`config.mk`:
```
export PLATFORM = sky130hd
export DESIGN_NAME = pfa_flag_aggregator
export DESIGN_NICKNAME = d
export VERILOG_FILES = /design/src/verilog/pfa_pkg.sv /design/src/verilog/pfa_flag_aggregator.sv
export SDC_FILE = /design/constraint.sdc
export NUM_CORES = 1
export LEC_CHECK = 0
export BUFFER_PORTS_ARGS = -buffer_cell sky130_fd_sc_hd__buf_4
export CAP_MARGIN = 20
export CORE_MARGIN = 2
export CORE_UTILIZATION = 55
export CTS_CLUSTER_DIAMETER = 30
export DETAILED_ROUTE_END_ITERATION = 10
export GPL_ROUTABILITY_DRIVEN = 0
export GPL_TIMING_DRIVEN = 1
export PLACE_DENSITY = 0.7
export SLEW_MARGIN = 10
export SYNTH_ARGS = -nofsm -noshare
export SYNTH_HDL_FRONTEND = slang
export SYNTH_SLANG_ARGS = --single-unit
```
`constraint.sdc`:
```
create_clock -name core_clk -period 3.7 [get_ports core_clk]
set_input_delay 0.37 -clock core_clk [delete_from_list [all_inputs] [get_ports core_clk]]
set_output_delay 0.37 -clock core_clk [all_outputs]
set_load 0.01 [all_outputs]
```
`src/verilog/pfa_pkg.sv`:
```
// constants, register map and carrier types for the protection flag
// aggregator; assumes a 32-bit APB master and a single core clock
package pfa_pkg;

  localparam int FLAG_W = 24;
  localparam int GRP_W  = 8;
  localparam int NGRP   = 3;
  localparam int ADDR_W = 8;
  localparam int DATA_W = 32;
  localparam int IDX_W  = 6;
  localparam int FET_W  = 4;

  // register indices; byte address is four times the index
  localparam logic [IDX_W-1:0] IDX_CMP_ALERT  = 6'h02;
  localparam logic [IDX_W-1:0] IDX_CMP_FAULT  = 6'h03;
  localparam logic [IDX_W-1:0] IDX_THM_ALERT  = 6'h04;
  localparam logic [IDX_W-1:0] IDX_THM_FAULT  = 6'h05;
  localparam logic [IDX_W-1:0] IDX_MISC_ALERT = 6'h06;
  localparam logic [IDX_W-1:0] IDX_MISC_FAULT = 6'h07;
  localparam logic [IDX_W-1:0] IDX_PROT_EN    = 6'h08;
  localparam logic [IDX_W-1:0] IDX_CHG_MASK   = 6'h09;
  localparam logic [IDX_W-1:0] IDX_DSG_MASK   = 6'h0A;
  localparam logic [IDX_W-1:0] IDX_DLY_A      = 6'h0B;
  localparam logic [IDX_W-1:0] IDX_DLY_C      = 6'h0D;
  localparam logic [IDX_W-1:0] IDX_CTRL       = 6'h0E;
  localparam logic [IDX_W-1:0] IDX_STATUS     = 6'h0F;

  // control register fields
  localparam int CTRL_AUTO_BIT    = 0;
  localparam int CTRL_CHG_OFF_BIT = 1;
  localparam int CTRL_DSG_OFF_BIT = 2;
  localparam int CTRL_RELEASE_BIT = 3;
  localparam int CTRL_TEST_LSB    = 4;
  localparam logic CTRL_AUTO_RST  = 1'b1;

  // flag vector: group A [23:16], group B [15:8], group C [7:0]
  localparam int GRP_A_LSB = 16;
  localparam int GRP_B_LSB = 8;
  localparam int GRP_C_LSB = 0;
  localparam int PRECHARGE_TIMER_PAUSED_FLAG_BIT  = 3;
  localparam logic [FLAG_W-1:0] ALERT_VALID = 24'hFC_F7F8;
  localparam logic [FLAG_W-1:0] FAULT_VALID = 24'hFC_F7F6;
  localparam logic [FLAG_W-1:0] PRECHARGE_TIMER_PAUSED_FLAG_FLAG   = 24'h00_0008;
  localparam logic [FLAG_W-1:0] HW_GROUP    = 24'hFF_0000;
  localparam logic [FLAG_W-1:0] FLAG_RST    = 24'h00_0000;

  typedef struct packed {
    logic chg;
    logic dsg;
    logic pchg;
    logic pdsg;
  } pfa_fet_s;

  function automatic logic pfa_hit(input logic [ADDR_W-1:0] a,
                                   input logic [IDX_W-1:0]  idx);
    return a == {idx, 2'b00};
  endfunction

endpackage

```
`src/verilog/pfa_flag_aggregator.sv`:
```
// protection flag aggregator: alert and fault flags, FET gating, APB
// assumes violation inputs come from same-clock comparator and firmware
// logic; the two host FET-off pins arrive asynchronously
//
// What this block does
// [RULE1] autonomous bit set: autonomous; cleared: FET test
// [RULE2] host-forced FET off held until host releases
// [RULE3] evaluate only protections whose enable bit set
// [RULE4] group A by comparators, B and C firmware
// [RULE5] fault turns charge FET off if masked
// [RULE6] fault turns discharge FET off if masked
// [RULE7] charge-off protections also cut precharge FET
// [RULE8] discharge-off protections also cut predischarge FET
// [RULE9] alert set in the same evaluation as violation
// [RULE10] three alert words; any alert drives interrupt
// [RULE11] fault only after violation persists full delay
// [RULE12] three fault words; any fault drives interrupt
// [RULE13] group A bit layout, bits one, zero reserved
// [RULE14] group B bit layout, bit three reserved
// [RULE15] group C alert layout with timer-paused bit
// [RULE16] group C fault layout with timeout bits
// [RULE17] timer-paused alert while precharge timer suspended
// [RULE18] release command only when nothing blocks
// [RULE19] reserved bits read zero, ignore writes
// [RULE20] alert clears itself once violation goes away
`timescale 1ns/1ps
module pfa_flag_aggregator
  import pfa_pkg::*;
#(
  parameter int DLY_W = 16
) (
  // clock, reset, enable
  input  wire logic              core_clk,
  input  wire logic              rst_b,
  input  wire logic              clk_en,
  // apb slave
  input  wire logic              psel,
  input  wire logic              penable,
  input  wire logic              pwrite,
  input  wire logic [ADDR_W-1:0] paddr,
  input  wire logic [DATA_W-1:0] pwdata,
  output logic      [DATA_W-1:0] prdata,
  output logic                   pready,
  output logic                   pslverr,
  // protection sources
  input  wire logic [FLAG_W-1:0] prot_violation,
  input  wire logic              fw_eval_tick,
  input  wire logic              precharge_timer_paused,
  input  wire logic              pchg_request,
  input  wire logic              pdsg_request,
  // host pins
  input  wire logic              charge_path_off_pin,
  input  wire logic              discharge_path_off_pin,
  output logic                   host_alert,
  // switch drive
  output pfa_fet_s               autonomous_switch_ctrl
);

  logic [1:0]        pin_s1_r;
  logic [1:0]        pin_s2_r;
  logic [1:0]        pin_s3_r;
  logic [1:0]        pin_lvl_r;
  logic [1:0]        pin_agree;
  logic [FLAG_W-1:0] prot_en_r;
  logic [FLAG_W-1:0] chg_mask_r;
  logic [FLAG_W-1:0] dsg_mask_r;
  logic [DLY_W-1:0]  dly_r [NGRP];
  logic              autonomous_switch_ctrl_r;
  logic [FET_W-1:0]  test_r;
  logic              hold_chg_r;
  logic              hold_dsg_r;
  logic [FLAG_W-1:0] viol_hold_r;
  logic [FLAG_W-1:0] eval_mask;
  logic [FLAG_W-1:0] viol_eff;
  logic [FLAG_W-1:0] active;
  logic [FLAG_W-1:0] due;
  logic [FLAG_W-1:0] alert_r;
  logic [FLAG_W-1:0] alert_nxt;
  logic [FLAG_W-1:0] fault_r;
  logic [FLAG_W-1:0] fault_nxt;
  logic              chg_block;
  logic              dsg_block;
  logic              wr_en;
  logic              release_all_switches_cmd;
  logic              map_hit;
  logic [DATA_W-1:0] rd_mux;
  logic [DATA_W-1:0] prdata_r;
  pfa_fet_s          fet_r;
  pfa_fet_s          fet_nxt;
  logic              host_alert_r;

  assign prdata     = prdata_r;
  assign autonomous_switch_ctrl     = fet_r;
  assign host_alert = host_alert_r;

  // host pins: three stages, a change counts once stages two and three agree
  always_ff @(posedge core_clk or negedge rst_b) begin
    if (!rst_b) begin
      pin_s1_r <= '0;
      pin_s2_r <= '0;
      pin_s3_r <= '0;
    end else if (clk_en) begin
      pin_s1_r <= {discharge_path_off_pin, charge_path_off_pin};
      pin_s2_r <= pin_s1_r;
      pin_s3_r <= pin_s2_r;
    end
  end

  assign pin_agree = ~(pin_s2_r ^ pin_s3_r);

  always_ff @(posedge core_clk or negedge rst_b) begin
    if (!rst_b) begin
      pin_lvl_r <= '0;
    end else if (clk_en) begin
      pin_lvl_r <= (pin_agree & pin_s2_r) | (~pin_agree & pin_lvl_r);
    end
  end

  // apb: no wait states while enabled, a frozen block stalls the bus
  assign pready  = clk_en;
  assign wr_en   = psel & penable & pwrite & clk_en;
  assign map_hit = (paddr[1:0] == 2'b00) &&
                   (paddr[ADDR_W-1:2] >= IDX_CMP_ALERT) &&
                   (paddr[ADDR_W-1:2] <= IDX_STATUS);
  assign pslverr = psel & penable & ~map_hit;
  assign release_all_switches_cmd = wr_en & pfa_hit(paddr, IDX_CTRL) &
                                    pwdata[CTRL_RELEASE_BIT];

  // flag words accept no writes, so reserved bits cannot be set
  always_ff @(posedge core_clk or negedge rst_b) begin
    if (!rst_b) begin
      prot_en_r  <= FLAG_RST;
      chg_mask_r <= FLAG_RST;
      dsg_mask_r <= FLAG_RST;
      autonomous_switch_ctrl_r <= CTRL_AUTO_RST;
      test_r     <= '0;
    end else if (wr_en) begin
      if (pfa_hit(paddr, IDX_PROT_EN)) begin
        prot_en_r <= pwdata[FLAG_W-1:0];
      end
      if (pfa_hit(paddr, IDX_CHG_MASK)) begin
        chg_mask_r <= pwdata[FLAG_W-1:0];
      end
      if (pfa_hit(paddr, IDX_DSG_MASK)) begin
        dsg_mask_r <= pwdata[FLAG_W-1:0];
      end
      if (pfa_hit(paddr, IDX_CTRL)) begin
        autonomous_switch_ctrl_r <= pwdata[CTRL_AUTO_BIT];
        test_r <= pwdata[CTRL_TEST_LSB +: FET_W];
      end
    end
  end

  // one delay register per group, counted in evaluations
  generate
    for (genvar g = 0; g < NGRP; g++) begin : g_dly
      always_ff @(posedge core_clk or negedge rst_b) begin
        if (!rst_b) begin
          dly_r[g] <= '0;
        end else if (wr_en &&
                     pfa_hit(paddr, IDX_DLY_A + IDX_W'(g))) begin
          dly_r[g] <= pwdata[DLY_W-1:0];
        end
      end
    end
  endgenerate

  // read data is captured in the setup phase, valid through access
  always_comb begin
    rd_mux = '0;
    if (pfa_hit(paddr, IDX_CMP_ALERT)) begin
      rd_mux[GRP_W-1:0] = alert_r[GRP_A_LSB +: GRP_W]; // RULE13
    end else if (pfa_hit(paddr, IDX_CMP_FAULT)) begin
      rd_mux[GRP_W-1:0] = fault_r[GRP_A_LSB +: GRP_W]; // RULE12
    end else if (pfa_hit(paddr, IDX_THM_ALERT)) begin
      rd_mux[GRP_W-1:0] = alert_r[GRP_B_LSB +: GRP_W]; // RULE14
    end else if (pfa_hit(paddr, IDX_THM_FAULT)) begin
      rd_mux[GRP_W-1:0] = fault_r[GRP_B_LSB +: GRP_W]; // RULE14
    end else if (pfa_hit(paddr, IDX_MISC_ALERT)) begin
      rd_mux[GRP_W-1:0] = alert_r[GRP_C_LSB +: GRP_W]; // RULE15
    end else if (pfa_hit(paddr, IDX_MISC_FAULT)) begin
      rd_mux[GRP_W-1:0] = fault_r[GRP_C_LSB +: GRP_W]; // RULE16
    end else if (pfa_hit(paddr, IDX_PROT_EN)) begin
      rd_mux[FLAG_W-1:0] = prot_en_r;
    end else if (pfa_hit(paddr, IDX_CHG_MASK)) begin
      rd_mux[FLAG_W-1:0] = chg_mask_r;
    end else if (pfa_hit(paddr, IDX_DSG_MASK)) begin
      rd_mux[FLAG_W-1:0] = dsg_mask_r;
    end else if (pfa_hit(paddr, IDX_DLY_A)) begin
      rd_mux[DLY_W-1:0] = dly_r[0];
    end else if (pfa_hit(paddr, IDX_DLY_A + IDX_W'(1))) begin
      rd_mux[DLY_W-1:0] = dly_r[1];
    end else if (pfa_hit(paddr, IDX_DLY_C)) begin
      rd_mux[DLY_W-1:0] = dly_r[2];
    end else if (pfa_hit(paddr, IDX_CTRL)) begin
      rd_mux[CTRL_AUTO_BIT]    = autonomous_switch_ctrl_r;
      rd_mux[CTRL_CHG_OFF_BIT] = hold_chg_r;
      rd_mux[CTRL_DSG_OFF_BIT] = hold_dsg_r;
      rd_mux[CTRL_TEST_LSB +: FET_W] = test_r;
    end else if (pfa_hit(paddr, IDX_STATUS)) begin
      rd_mux[FET_W-1:0]       = fet_r;
      rd_mux[FET_W +: 2]      = pin_lvl_r;
      rd_mux[FET_W + 2 +: 2]  = {hold_dsg_r, hold_chg_r};
    end
  end

  always_ff @(posedge core_clk or negedge rst_b) begin
    if (!rst_b) begin
      prdata_r <= '0;
    end else if (clk_en && psel && !penable) begin
      prdata_r <= rd_mux;
    end
  end

  // comparators report every cycle, firmware results only on its tick
  assign eval_mask = HW_GROUP | (fw_eval_tick ? ~HW_GROUP : FLAG_RST); // RULE4
  assign viol_eff  = (prot_violation & eval_mask) |
                     (viol_hold_r & ~eval_mask);
  assign active    = prot_en_r & viol_eff; // RULE3

  always_ff @(posedge core_clk or negedge rst_b) begin
    if (!rst_b) begin
      viol_hold_r <= FLAG_RST;
    end else if (clk_en) begin
      viol_hold_r <= viol_eff;
    end
  end

  // persistence counters; any break in the violation restarts the count
  generate
    for (genvar i = 0; i < FLAG_W; i++) begin : g_cnt
      localparam int G = (FLAG_W - 1 - i) / GRP_W;
      logic [DLY_W-1:0] cnt_r;
      assign due[i] = (cnt_r >= dly_r[G]);
      always_ff @(posedge core_clk or negedge rst_b) begin
        if (!rst_b) begin
          cnt_r <= '0;
        end else if (clk_en) begin
          if (!active[i]) begin
            cnt_r <= '0;
          end else if (eval_mask[i] && !due[i]) begin
            cnt_r <= cnt_r + 1'b1; // RULE11
          end
        end
      end
    end
  endgenerate

  assign fault_nxt = active & (fault_r | due) & FAULT_VALID; // RULE11 RULE19
  assign alert_nxt = (active & ALERT_VALID & ~PRECHARGE_TIMER_PAUSED_FLAG_FLAG) | // RULE9 RULE20
                     (precharge_timer_paused ? PRECHARGE_TIMER_PAUSED_FLAG_FLAG : FLAG_RST); // RULE17

  always_ff @(posedge core_clk or negedge rst_b) begin
    if (!rst_b) begin
      alert_r      <= FLAG_RST;
      fault_r      <= FLAG_RST;
      host_alert_r <= 1'b0;
    end else if (clk_en) begin
      alert_r      <= alert_nxt;
      fault_r      <= fault_nxt;
      host_alert_r <= (|alert_nxt) | (|fault_nxt); // RULE10 RULE12
    end
  end

  assign chg_block = |(fault_r & chg_mask_r); // RULE5
  assign dsg_block = |(fault_r & dsg_mask_r); // RULE6

  // a pin or host command sets the hold; set beats a same-cycle release
  always_ff @(posedge core_clk or negedge rst_b) begin
    if (!rst_b) begin
      hold_chg_r <= 1'b0;
      hold_dsg_r <= 1'b0;
    end else if (clk_en) begin
      if (pin_lvl_r[0] || (wr_en && pfa_hit(paddr, IDX_CTRL) &&
                           pwdata[CTRL_CHG_OFF_BIT])) begin
        hold_chg_r <= 1'b1; // RULE2
      end else if (release_all_switches_cmd && !chg_block) begin
        hold_chg_r <= 1'b0; // RULE18
      end
      if (pin_lvl_r[1] || (wr_en && pfa_hit(paddr, IDX_CTRL) &&
                           pwdata[CTRL_DSG_OFF_BIT])) begin
        hold_dsg_r <= 1'b1; // RULE2
      end else if (release_all_switches_cmd && !dsg_block) begin
        hold_dsg_r <= 1'b0; // RULE18
      end
    end
  end

  // test mode drives each switch straight from software
  always_comb begin
    if (autonomous_switch_ctrl_r) begin // RULE1
      fet_nxt.chg  = !chg_block && !hold_chg_r; // RULE5
      fet_nxt.dsg  = !dsg_block && !hold_dsg_r; // RULE6
      fet_nxt.pchg = pchg_request && !chg_block && !hold_chg_r; // RULE7
      fet_nxt.pdsg = pdsg_request && !dsg_block && !hold_dsg_r; // RULE8
    end else begin
      fet_nxt = pfa_fet_s'(test_r); // RULE1
    end
  end

  always_ff @(posedge core_clk or negedge rst_b) begin
    if (!rst_b) begin
      fet_r <= '0;
    end else if (clk_en) begin
      fet_r <= fet_nxt;
    end
  end

  chk_test_mode_drive: assert property ( // RULE1
    @(posedge core_clk) disable iff (!rst_b)
    clk_en && !autonomous_switch_ctrl_r |=>
      fet_r == pfa_fet_s'($past(test_r)))
    else $error("test mode switch drive mismatch");

  chk_pin_sets_hold: assert property ( // RULE2
    @(posedge core_clk) disable iff (!rst_b)
    clk_en && pin_lvl_r[0] |=> hold_chg_r)
    else $error("charge pin did not set hold");

  chk_disabled_silent: assert property ( // RULE3
    @(posedge core_clk) disable iff (!rst_b)
    clk_en && !prot_en_r[FLAG_W-2] |=>
      !alert_r[FLAG_W-2] && !fault_r[FLAG_W-2])
    else $error("disabled protection raised a flag");

  chk_firmware_held: assert property ( // RULE4
    @(posedge core_clk) disable iff (!rst_b)
    clk_en && !fw_eval_tick && $stable(prot_en_r) |=>
      alert_r[GRP_B_LSB +: GRP_W] == $past(alert_r[GRP_B_LSB +: GRP_W]))
    else $error("firmware group changed without tick");

  chk_charge_cut: assert property ( // RULE5
    @(posedge core_clk) disable iff (!rst_b)
    clk_en && autonomous_switch_ctrl_r && chg_block |=> !fet_r.chg)
    else $error("charge switch on during masked fault");

  chk_discharge_cut: assert property ( // RULE6
    @(posedge core_clk) disable iff (!rst_b)
    clk_en && autonomous_switch_ctrl_r && dsg_block |=> !fet_r.dsg)
    else $error("discharge switch on during masked fault");

  chk_precharge_cut: assert property ( // RULE7
    @(posedge core_clk) disable iff (!rst_b)
    clk_en && autonomous_switch_ctrl_r && chg_block |=> !fet_r.pchg)
    else $error("precharge switch on during charge fault");

  chk_predischarge_cut: assert property ( // RULE8
    @(posedge core_clk) disable iff (!rst_b)
    clk_en && autonomous_switch_ctrl_r && dsg_block |=> !fet_r.pdsg)
    else $error("predischarge on during discharge fault");

  chk_alert_same_eval: assert property ( // RULE9
    @(posedge core_clk) disable iff (!rst_b)
    clk_en && prot_en_r[FLAG_W-1] && prot_violation[FLAG_W-1] |=>
      alert_r[FLAG_W-1])
    else $error("alert not set in the evaluation cycle");

  chk_alert_pin_any: assert property ( // RULE10
    @(posedge core_clk) disable iff (!rst_b)
    (alert_r != FLAG_RST) |-> host_alert)
    else $error("alert present but pin low");

  chk_fault_persist: assert property ( // RULE11
    @(posedge core_clk) disable iff (!rst_b)
    $rose(fault_r[FLAG_W-1]) |-> $past(due[FLAG_W-1]))
    else $error("fault raised before delay elapsed");

  chk_fault_pin_any: assert property ( // RULE12
    @(posedge core_clk) disable iff (!rst_b)
    (fault_r != FLAG_RST) |-> host_alert)
    else $error("fault present but pin low");

  chk_paused_follow: assert property ( // RULE17
    @(posedge core_clk) disable iff (!rst_b)
    clk_en |=> alert_r[PRECHARGE_TIMER_PAUSED_FLAG_BIT] == $past(precharge_timer_paused))
    else $error("timer paused alert does not follow input");

  chk_release_blocked: assert property ( // RULE18
    @(posedge core_clk) disable iff (!rst_b)
    clk_en && hold_chg_r && chg_block |=> hold_chg_r)
    else $error("hold released while charge blocked");

  chk_reserved_zero: assert property ( // RULE19
    @(posedge core_clk) disable iff (!rst_b)
    ((alert_r & ~ALERT_VALID) == FLAG_RST) &&
    ((fault_r & ~FAULT_VALID) == FLAG_RST))
    else $error("reserved flag bit set");

  chk_alert_selfclear: assert property ( // RULE20
    @(posedge core_clk) disable iff (!rst_b)
    clk_en && !prot_violation[FLAG_W-1] |=> !alert_r[FLAG_W-1])
    else $error("alert stayed after violation cleared");

endmodule

```
* Word level (Yosys, flattened, before mapping)
Cells that the tools add are included.
** Storage, ports and cells
- Word-level logic and storage cells :: 332
- Input bits :: 76
- Flip-flop bits (word level) :: 615
- Output and inout port bits :: 39
** Operators by class
- Add/subtract/negate cells :: 24
- $lt $le $gt $ge :: 26
- Bitwise logic cells :: 24
- Equality and inequality tests :: 38
- Mux-type cells :: 79
- Reductions and logical operators :: 94
** Operator list (count)
- two-way mux 16 bit :: 58
- adder 16 x 1 -> 16 bit (second input constant) :: 24
- >= comparator 16 bit :: 24
- bitwise AND 24 bit :: 6
- two-way mux 8 bit :: 10
- OR reduction 24 bit :: 3
- equality test 8 x 6 -> 1 bit (second input constant) :: 8
- AND reduction 2 bit :: 30
- two-way mux 24 bit :: 2
- bitwise OR 24 bit :: 2
- logical AND 1 bit :: 34
- equality test 8 x 5 -> 1 bit (second input constant) :: 4
- != test 2 x 1 -> 1 bit (second input constant) :: 16
- inverter 24 bit :: 1
- bitwise OR 24 x 4 -> 24 bit :: 1
- logical NOT 1 bit :: 21
- OR reduction 19 bit :: 1
- equality test 8 x 4 -> 1 bit (second input constant) :: 2
- != test 2 bit (second input constant) :: 8
- two-way mux 4 bit :: 3
- bitwise AND 1 bit :: 6
- >= comparator 6 x 2 -> 1 bit (second input constant) :: 1
- <= comparator 6 x 4 -> 1 bit (second input constant) :: 1
- two-way mux 1 bit :: 5
- 10 further kinds :: 14

* Logic depth before layout (Yosys ltp)
Gate-level depths: netlist (run 1).
- Depth after elaboration :: 15
- Depth in mapped cells :: 11
- Depth with buffers taken out :: 9

* Worst setup path before layout (run 1)
OpenSTA, ideal clock, no wires.
- Path kind :: reg2reg
- Start :: reg dly_r[9] (netlist bit)
- End :: reg g_cnt[2].cnt_r[13]
- Path slack :: 0.914 ns
- Clock period less this slack :: 2.786 ns
- Stages on the path, launching flop included :: 11
- Arrival time :: 2.708 ns
- Path buffers :: 1
- Setup time :: 0.078 ns
- Data required time :: 3.622 ns
- Cell sequence :: dfrtp_1 -> inv_1 -> ha_1 -> a21o_1 -> a21o_1 -> a221o_1 -> a221o_1 -> a21o_1 -> buf_2 -> or4_1 -> a21oi_1
** On the way
- Longest elaborated chain between the ends :: 5
** RTL lines
- start: declaration :: line pfa_flag_aggregator.sv:67 : logic [DLY_W-1:0] dly_r [NGRP];
- start signal: indexed assignment :: line pfa_flag_aggregator.sv:162 : dly_r[g] <= pwdata[DLY_W-1:0];
- >= comparator 16 bit :: line pfa_flag_aggregator.sv:234 : assign due[i] = (cnt_r >= dly_r[G]);
- logical NOT 1 bit :: line pfa_flag_aggregator.sv:241 : end else if (eval_mask[i] && !due[i]) begin
- logical AND 1 bit :: line pfa_flag_aggregator.sv:241
- != test 2 x 1 -> 1 bit (no line)
- AND reduction 2 bit (no line)
- end signal: assignment :: line pfa_flag_aggregator.sv:242 : cnt_r <= cnt_r + 1'b1;
- end: declaration :: line pfa_flag_aggregator.sv:233 : logic [DLY_W-1:0] cnt_r;
Every way passes these cells.
A chain may end at the register's enable or synchronous reset.

* Worst setup path after layout (run 1)
- Start :: reg dly_r[9] (netlist bit)
- End :: reg g_cnt[2].cnt_r[14]
Same word-level chain as after synthesis.

==> results of run 1 <==
-- cell type report --
cell class	instances	area [µm²]
Tap cell	765	957
Timing Repair Buffer	217	1820
Fill cell	4434	18900
Clock inverter	66	951
Clock buffer	158	3460
Sequential cell	518	13000
Antenna cell	1	2.50
Inverter	134	503
Multi-Input combinational cell	2606	18400
-- per-stage QoR --
stage | power, mW | hold slack [ns] | instance area [µm²] | setup slack, ns | util (%)
3_5_place_dp | 6.83 | 0.461 | 34300 | 0.463 | 59.3
6_report | 18.2 | 0.0311 | 39000 | 0.411 | 67.4
5_1_grt | 18.7 | 0.0134 | 39000 | 0.117 | 67.4
3_3_place_gp | 6.80 | 0.453 | 34300 | 0.467 | 59.2
2_1_floorplan | 6.32 | 0.0744 | 32400 | 0.914 | -
4_1_cts | 18.3 | 0.00169 | 39000 | 0.438 | 67.3
-- worst max-delay path: stages, from the launching register on --
cell and delay (ns):
dfrtp_1 0.39, inv_1 0.26, ha_1 0.31, a21o_1 0.20, a21o_1 0.18, a221o_1 0.34
a221o_1 0.34, a21o_1 0.41, or4_1 0.61, a21oi_1 0.17
-- what timing repair did --
item                                   CTS  global route
hold buffers                            27             0
endpoints found under the hold margin  128             0
resized for setup                        0             0
-- path summary, 6_finish.rpt --
check	start	endpoint	slack [ns]	cells past startpoint
worst max-delay path	dly_r[9]	g_cnt[2].cnt_r[14]	0.41	9
worst min-delay path	pwdata[10]	dly_r[42]	0.03	2
max in group asynchronous	rst_b	g_cnt[21].cnt_r[10]	2.36	3
worst min register to register	viol_hold_r[2]	viol_hold_r[2]	0.47	2
worst max register to register	dly_r[9]	g_cnt[2].cnt_r[14]	0.41	9
min in group asynchronous	rst_b	g_cnt[14].cnt_r[9]	0.33	2
-- power breakdown --
part	total, mW	internal (mW)	switching, mW
Clock	11.4	8.02	3.42
Combinational	0.915	0.284	0.630
Sequential	5.88	5.76	0.118
Total	18.2	14.1	4.17
-- layer usage --
layer | global-route usage (%) | part of all wire (%) | up-vias
met5 | 0 | 0.038 | -
met4 | 18.7 | 5.9 | 6
met3 | 7.42 | 9.1 | 376
met2 | 53.8 | 45 | 1354
met1 | 44.2 | 40 | 14541
li1 | - | - | 13255
-- registers in the layout, indices dropped and copies added, names as in the netlist, 4 cells and up, named ones only --
| register | count |
|---|---|
| g_cnt.cnt_r | 304 |
| dly_r | 48 |
| chg_mask_r | 24 |
| dsg_mask_r | 24 |
| prdata | 24 |
| prot_en_r | 24 |
| fault_r | 19 |
| alert_r | 18 |
| viol_hold_r | 13 |
| autonomous_switch_ctrl | 4 |
| test_r | 4 |
-- cell usage after synthesis, drive strengths merged (13+ instances only) --
cell type,count
o211ai,35
mux2i,19
xor2,31
a222oi,16
a22oi,49
clkbuf,105
and3,52
a2111oi,13
o21ai,184
a21o,72
o21a,26
a211oi,28
xnor2,44
or2,15
mux2,145
a31oi,15
buf,32
a21oi,225
a221oi,23
o311ai,16
o41ai,13
and4,25
dfrtp,517
inv,134
or4,91
nor4,22
o31ai,81
and2,18
nand2,322
nand2b,33
nand4,100
or3,71
nor3,49
ha,323
nor2,198
nand3,122
-- kinds of logic after synthesis --
logic type	count (synthesis)	share of synthesized area, %
flops	518	40.1
compound gates	879	18.0
simple gates	1157	18.4
fa+ha+maj	323	12.5
other cells	1	0.0116
xor+xnor	75	2.03
mux	164	5.64
buf+inv	271	3.29
==> flow_summary.toml, run 1 <==
[synth]
syn_area_mm2 = 0.0324
netlist_top_cells_area = "dfrtp_1, ha_1, mux2_2"
synth_edf_count = 0
synth-main-ff-cell = "dfrtp_1"
synthCells = 3388
netlist.top_cell.by_area = "dfrtp_1"
async_reset_ff_share_pct = 100
synth.avg_cell_area_um2 = 9.55
synth-seq-cells = 518
synth_top_area_share_pct = 40.0
synth-seq-area-share_pct = 40.1
yosysWarnings = 0
synth.distinct_cells = 84

[routing]
drtIter0Drc = 2727
firstDrtPassIters = 8
drt_wl_total_mm = 104
antenna_left = 0
drc = 0
wl_per_cell_um = 23.4
num_vias = 29532
via_per_inst = 6.61

[sta]
period_share_pct = 88.9
final_max_slew_viol_count = 0
fin_worst_skew_ns = 0.0245
slew_headroom_pct = 26.6
rsz0062_at_grt = "false"
min_period_ns = 3.29
hold_viol_final = 0
fmax_mhz = 304
tns_ns = 0
final-setup-viol-count = 0
tightest_slew_ns = 1.09

[finish]
syn2layout_area_growth_pct = 20.6
layout_commonest_cell = "dfrtp_1"
fin_cells = 4465
final_cell_mix = "dfrtp_1, ha_1, nand2_1, a21oi_1, nor2_1"
drive_gt1_share_pct = 16.0
nets = 3996

[global_routing]
track_usage_pct = 34.3
grt_max_degree = 88
grt_pass1_wl_mm = 163
overflow = 0
antenna_found_initial = 3
grt_pass1_vias = 29111

[floorplanning]
placementRows = 88
fp.dieH_um = 247
start_util_pct = 55.9
dieWidth_um = 247
core_area_mm2 = 0.0579
io_pins = 115
dieArea_mm2 = 0.0608

[clock_tree]
clock_latency_ns = 0.67
cts.path.max_buffers = 3
path_clk_slew_ns = 0.05
cts_buffers = 120
post-cts-setup-buffer-count = 0
root_buffer = "clkbuf_16"
cts_tree = "done"
cts.sinks = 518
h-tree-depth = 3

[placed_design]
io_buffers = 93
hpwl_mm = 73.4
numPlacedInstances = 4211

[setup_path]
end_kind = "flop"
startpoint_type = "flop"
crit_required_ns = 4.27
crit_arrival_ns = 3.86
crit_fanout = 23
worstSetupPathType = "flop to flop"

[flow_run]
drv_cap = 0

[pwr]
power.density_mw_per_mm2 = 467
power.leakage_nw = 17.6
ir_worst_vdd_uv = 454

[run_status]
status = "finished clean"

[min_path]
hold_path.class = "input pin to flop"
No activity file was read; power rests on OpenSTA's default activity.
==> run 2, diff against run 1 <==
Settings changed: RECOVER_POWER set to 25, SLEW_MARGIN 10 to 40.
==> run 2 against run 1 <==
Compared with the run above: the run now ends with capacitance limit, slew limit left; hold slack got worse by 0.0014 ns; via count rose by 0.37%; clock-buffer cell count rose by 19; global-route usage rose by 0.50 points; fmax fell by 4.5%; total power barely moved; die area did not move; combinational power rose by 1%; worst setup slack got worse by 0.16 ns; largest power group unchanged.
==> flow_summary.toml, run 2 (synthesis gave the netlist of run 1 again) <==
[sta]
tightest_slew_ns = 1.98
setup_slack_ns = 0.255
final_max_slew_viol_count = 86
fmax_mhz = 290
final-setup-viol-count = 0
slew_headroom_pct = -32.0
tns_ns = 0
min_period_ns = 3.44
fin_worst_skew_ns = 0.0249
period_share_pct = 93.1
hold_viol_final = 0
rsz0062_at_grt = "false"

[clock_tree]
h-tree-depth = 4
cts_buffers = 131
path_clk_slew_ns = 0.04
cts.sinks = 518
cts_tree = "done"
root_buffer = "clkbuf_16"
post_cts_resized = 0
clock_latency_ns = 0.71
cts.path.max_buffers = 3

[floorplanning]
placementRows = 88
core_area_mm2 = 0.0579
dieArea_mm2 = 0.0608
io_pins = 115
start_util_pct = 55.9
fp.dieH_um = 247
dieWidth_um = 247

[routing]
firstDrtPassIters = 6
drtIter0Drc = 2984
drt_wl_total_mm = 105
antenna_left = 0
drc = 0
via_per_inst = 6.61
num_vias = 29642
wl_per_cell_um = 23.4

[run_status]
violations = "capacitance limit, slew limit"
status = "complete, but fails checks"

[pwr]
power.leakage_nw = 17.7
power.density_mw_per_mm2 = 465
ir_worst_vdd_uv = 510

[global_routing]
grt_pass1_wl_mm = 164
grt_pass1_vias = 29383
overflow = 0
antenna_found_initial = 6
track_usage_pct = 34.8
grt_max_degree = 88

[setup_path]
rrSetupSlack_ns = 0.43
max_stage_delay_ns = 0.88
path_delay_family = "simple AND/OR/NAND/NOR gates"
crit_required_ns = 4.30
startpoint_type = "input pin"
crit_arrival_ns = 4.05
slowest_stage = "clkbuf_1"
crit_fanout = 29
worstSetupPathType = "input pin to flop"
cp_num_buf_inv = 2
end_kind = "flop"
path_cells = "clkbuf_1 -> nand2_1 -> clkbuf_1 -> nor2_1 -> nand2_1 -> or4_1 -> a21oi_1"

[flow_run]
drv_cap = 3

[finish]
layout_commonest_cell = "dfrtp_1"
syn2layout_area_growth_pct = 21.1
largest_reg_flops = 304
fin_cells = 4487
drive_gt1_share_pct = 15.8
final_cell_mix = "dfrtp_1, ha_1, nand2_1, a21oi_1, nor2_1"
fillers = 4425
largest_register = "g_cnt.cnt_r"
reg_top3 = "g_cnt.cnt_r x304, dly_r x48"
nets = 4020

[placed_design]
hpwl_mm = 73.3
io_buffers = 93
preCtsSetupSlack_ns = 0.450
numPlacedInstances = 4210

[min_path]
hold_path.class = "input pin to flop"
run 2: cell count changes in the layout (fill, tap and decap cells not counted), moves of 10 or more:
cell	delta
clkbuf_16	+16
buf_4	-10
dlygate4sd3_1	+14
clkbuf_1	+15
bufinv_16	-11
run 2: repair_timing:
action                                 4_1_cts  5_1_grt
hold buffers                                41        0
endpoints found under the hold margin      196        0
setup endpoints to repair                    0        0
setup buffers                                0        0
run 2: area by class of cell:
type / instances / area, µm² / share of cell area (%)
diodes: 3 / 7.51 / 0.0192
clock buffers: 177 / 3830 / 9.78
clock inverters: 54 / 613 / 1.56
inverters: 134 / 503 / 1.28
multi-input cells: 2606 / 18400 / 47.0
flip-flops and latches: 518 / 13000 / 33.1
well taps: 765 / 957 / 2.44
repair buffers: 230 / 1910 / 4.86
run 2: per-stage QoR:
step | utilization, % | power (mW) | area [µm²] | hold WS (ns)
6_report | 67.7 | 18.2 | 39200 | 0.0297
5_1_grt | 67.6 | 18.7 | 39200 | 0.0291
3_3_place_gp | 59.2 | 6.80 | 34300 | 0.453
3_5_place_dp | 59.3 | 6.83 | 34300 | 0.461
2_1_floorplan | - | 6.32 | 32400 | 0.0744
4_1_cts | 67.7 | 18.3 | 39200 | 0.00195
run 2: report_power, final:
part	internal [mW]	switching [mW]	total, mW
registers	5.76	0.118	5.88
logic	0.288	0.636	0.924
clock network	7.93	3.49	11.4
total	14.0	4.25	18.2
run 2: worst paths after layout:
kind | to | depth (start not counted) | start
max reg2reg | g_cnt[12].cnt_r[5] | 9 | dly_r[20]
min in group asynchronous | g_cnt[10].cnt_r[15] | 2 | rst_b
max | g_cnt[9].cnt_r[11] | 7 | clk_en
min | alert_r[19] | 3 | prot_violation[19]
min reg2reg | viol_hold_r[6] | 2 | viol_hold_r[6]
max in group asynchronous | g_cnt[2].cnt_r[10] | 4 | rst_b
run 2: layer usage:
layer  wire length (µm)  global-route usage [%]  vias to the layer above
li1                   -                       -                    13309
met1              42300                    44.2                    14548
met2              47400                    53.9                     1368
met3               9080                    8.64                      409
met4               6240                    20.1                        8
met5                 45                       0                        -
run 2: worst reg2reg max path, cell delays in order (launching register included):
cell,delay [ns]
dfrtp_1,0.39
inv_1,0.45
ha_1,0.35
and4_1,0.19
a2111oi_0,0.33
o21ai_0,0.18
a211oi_2,0.38
o21ai_1,0.34
or3_1,0.39
a21oi_1,0.18
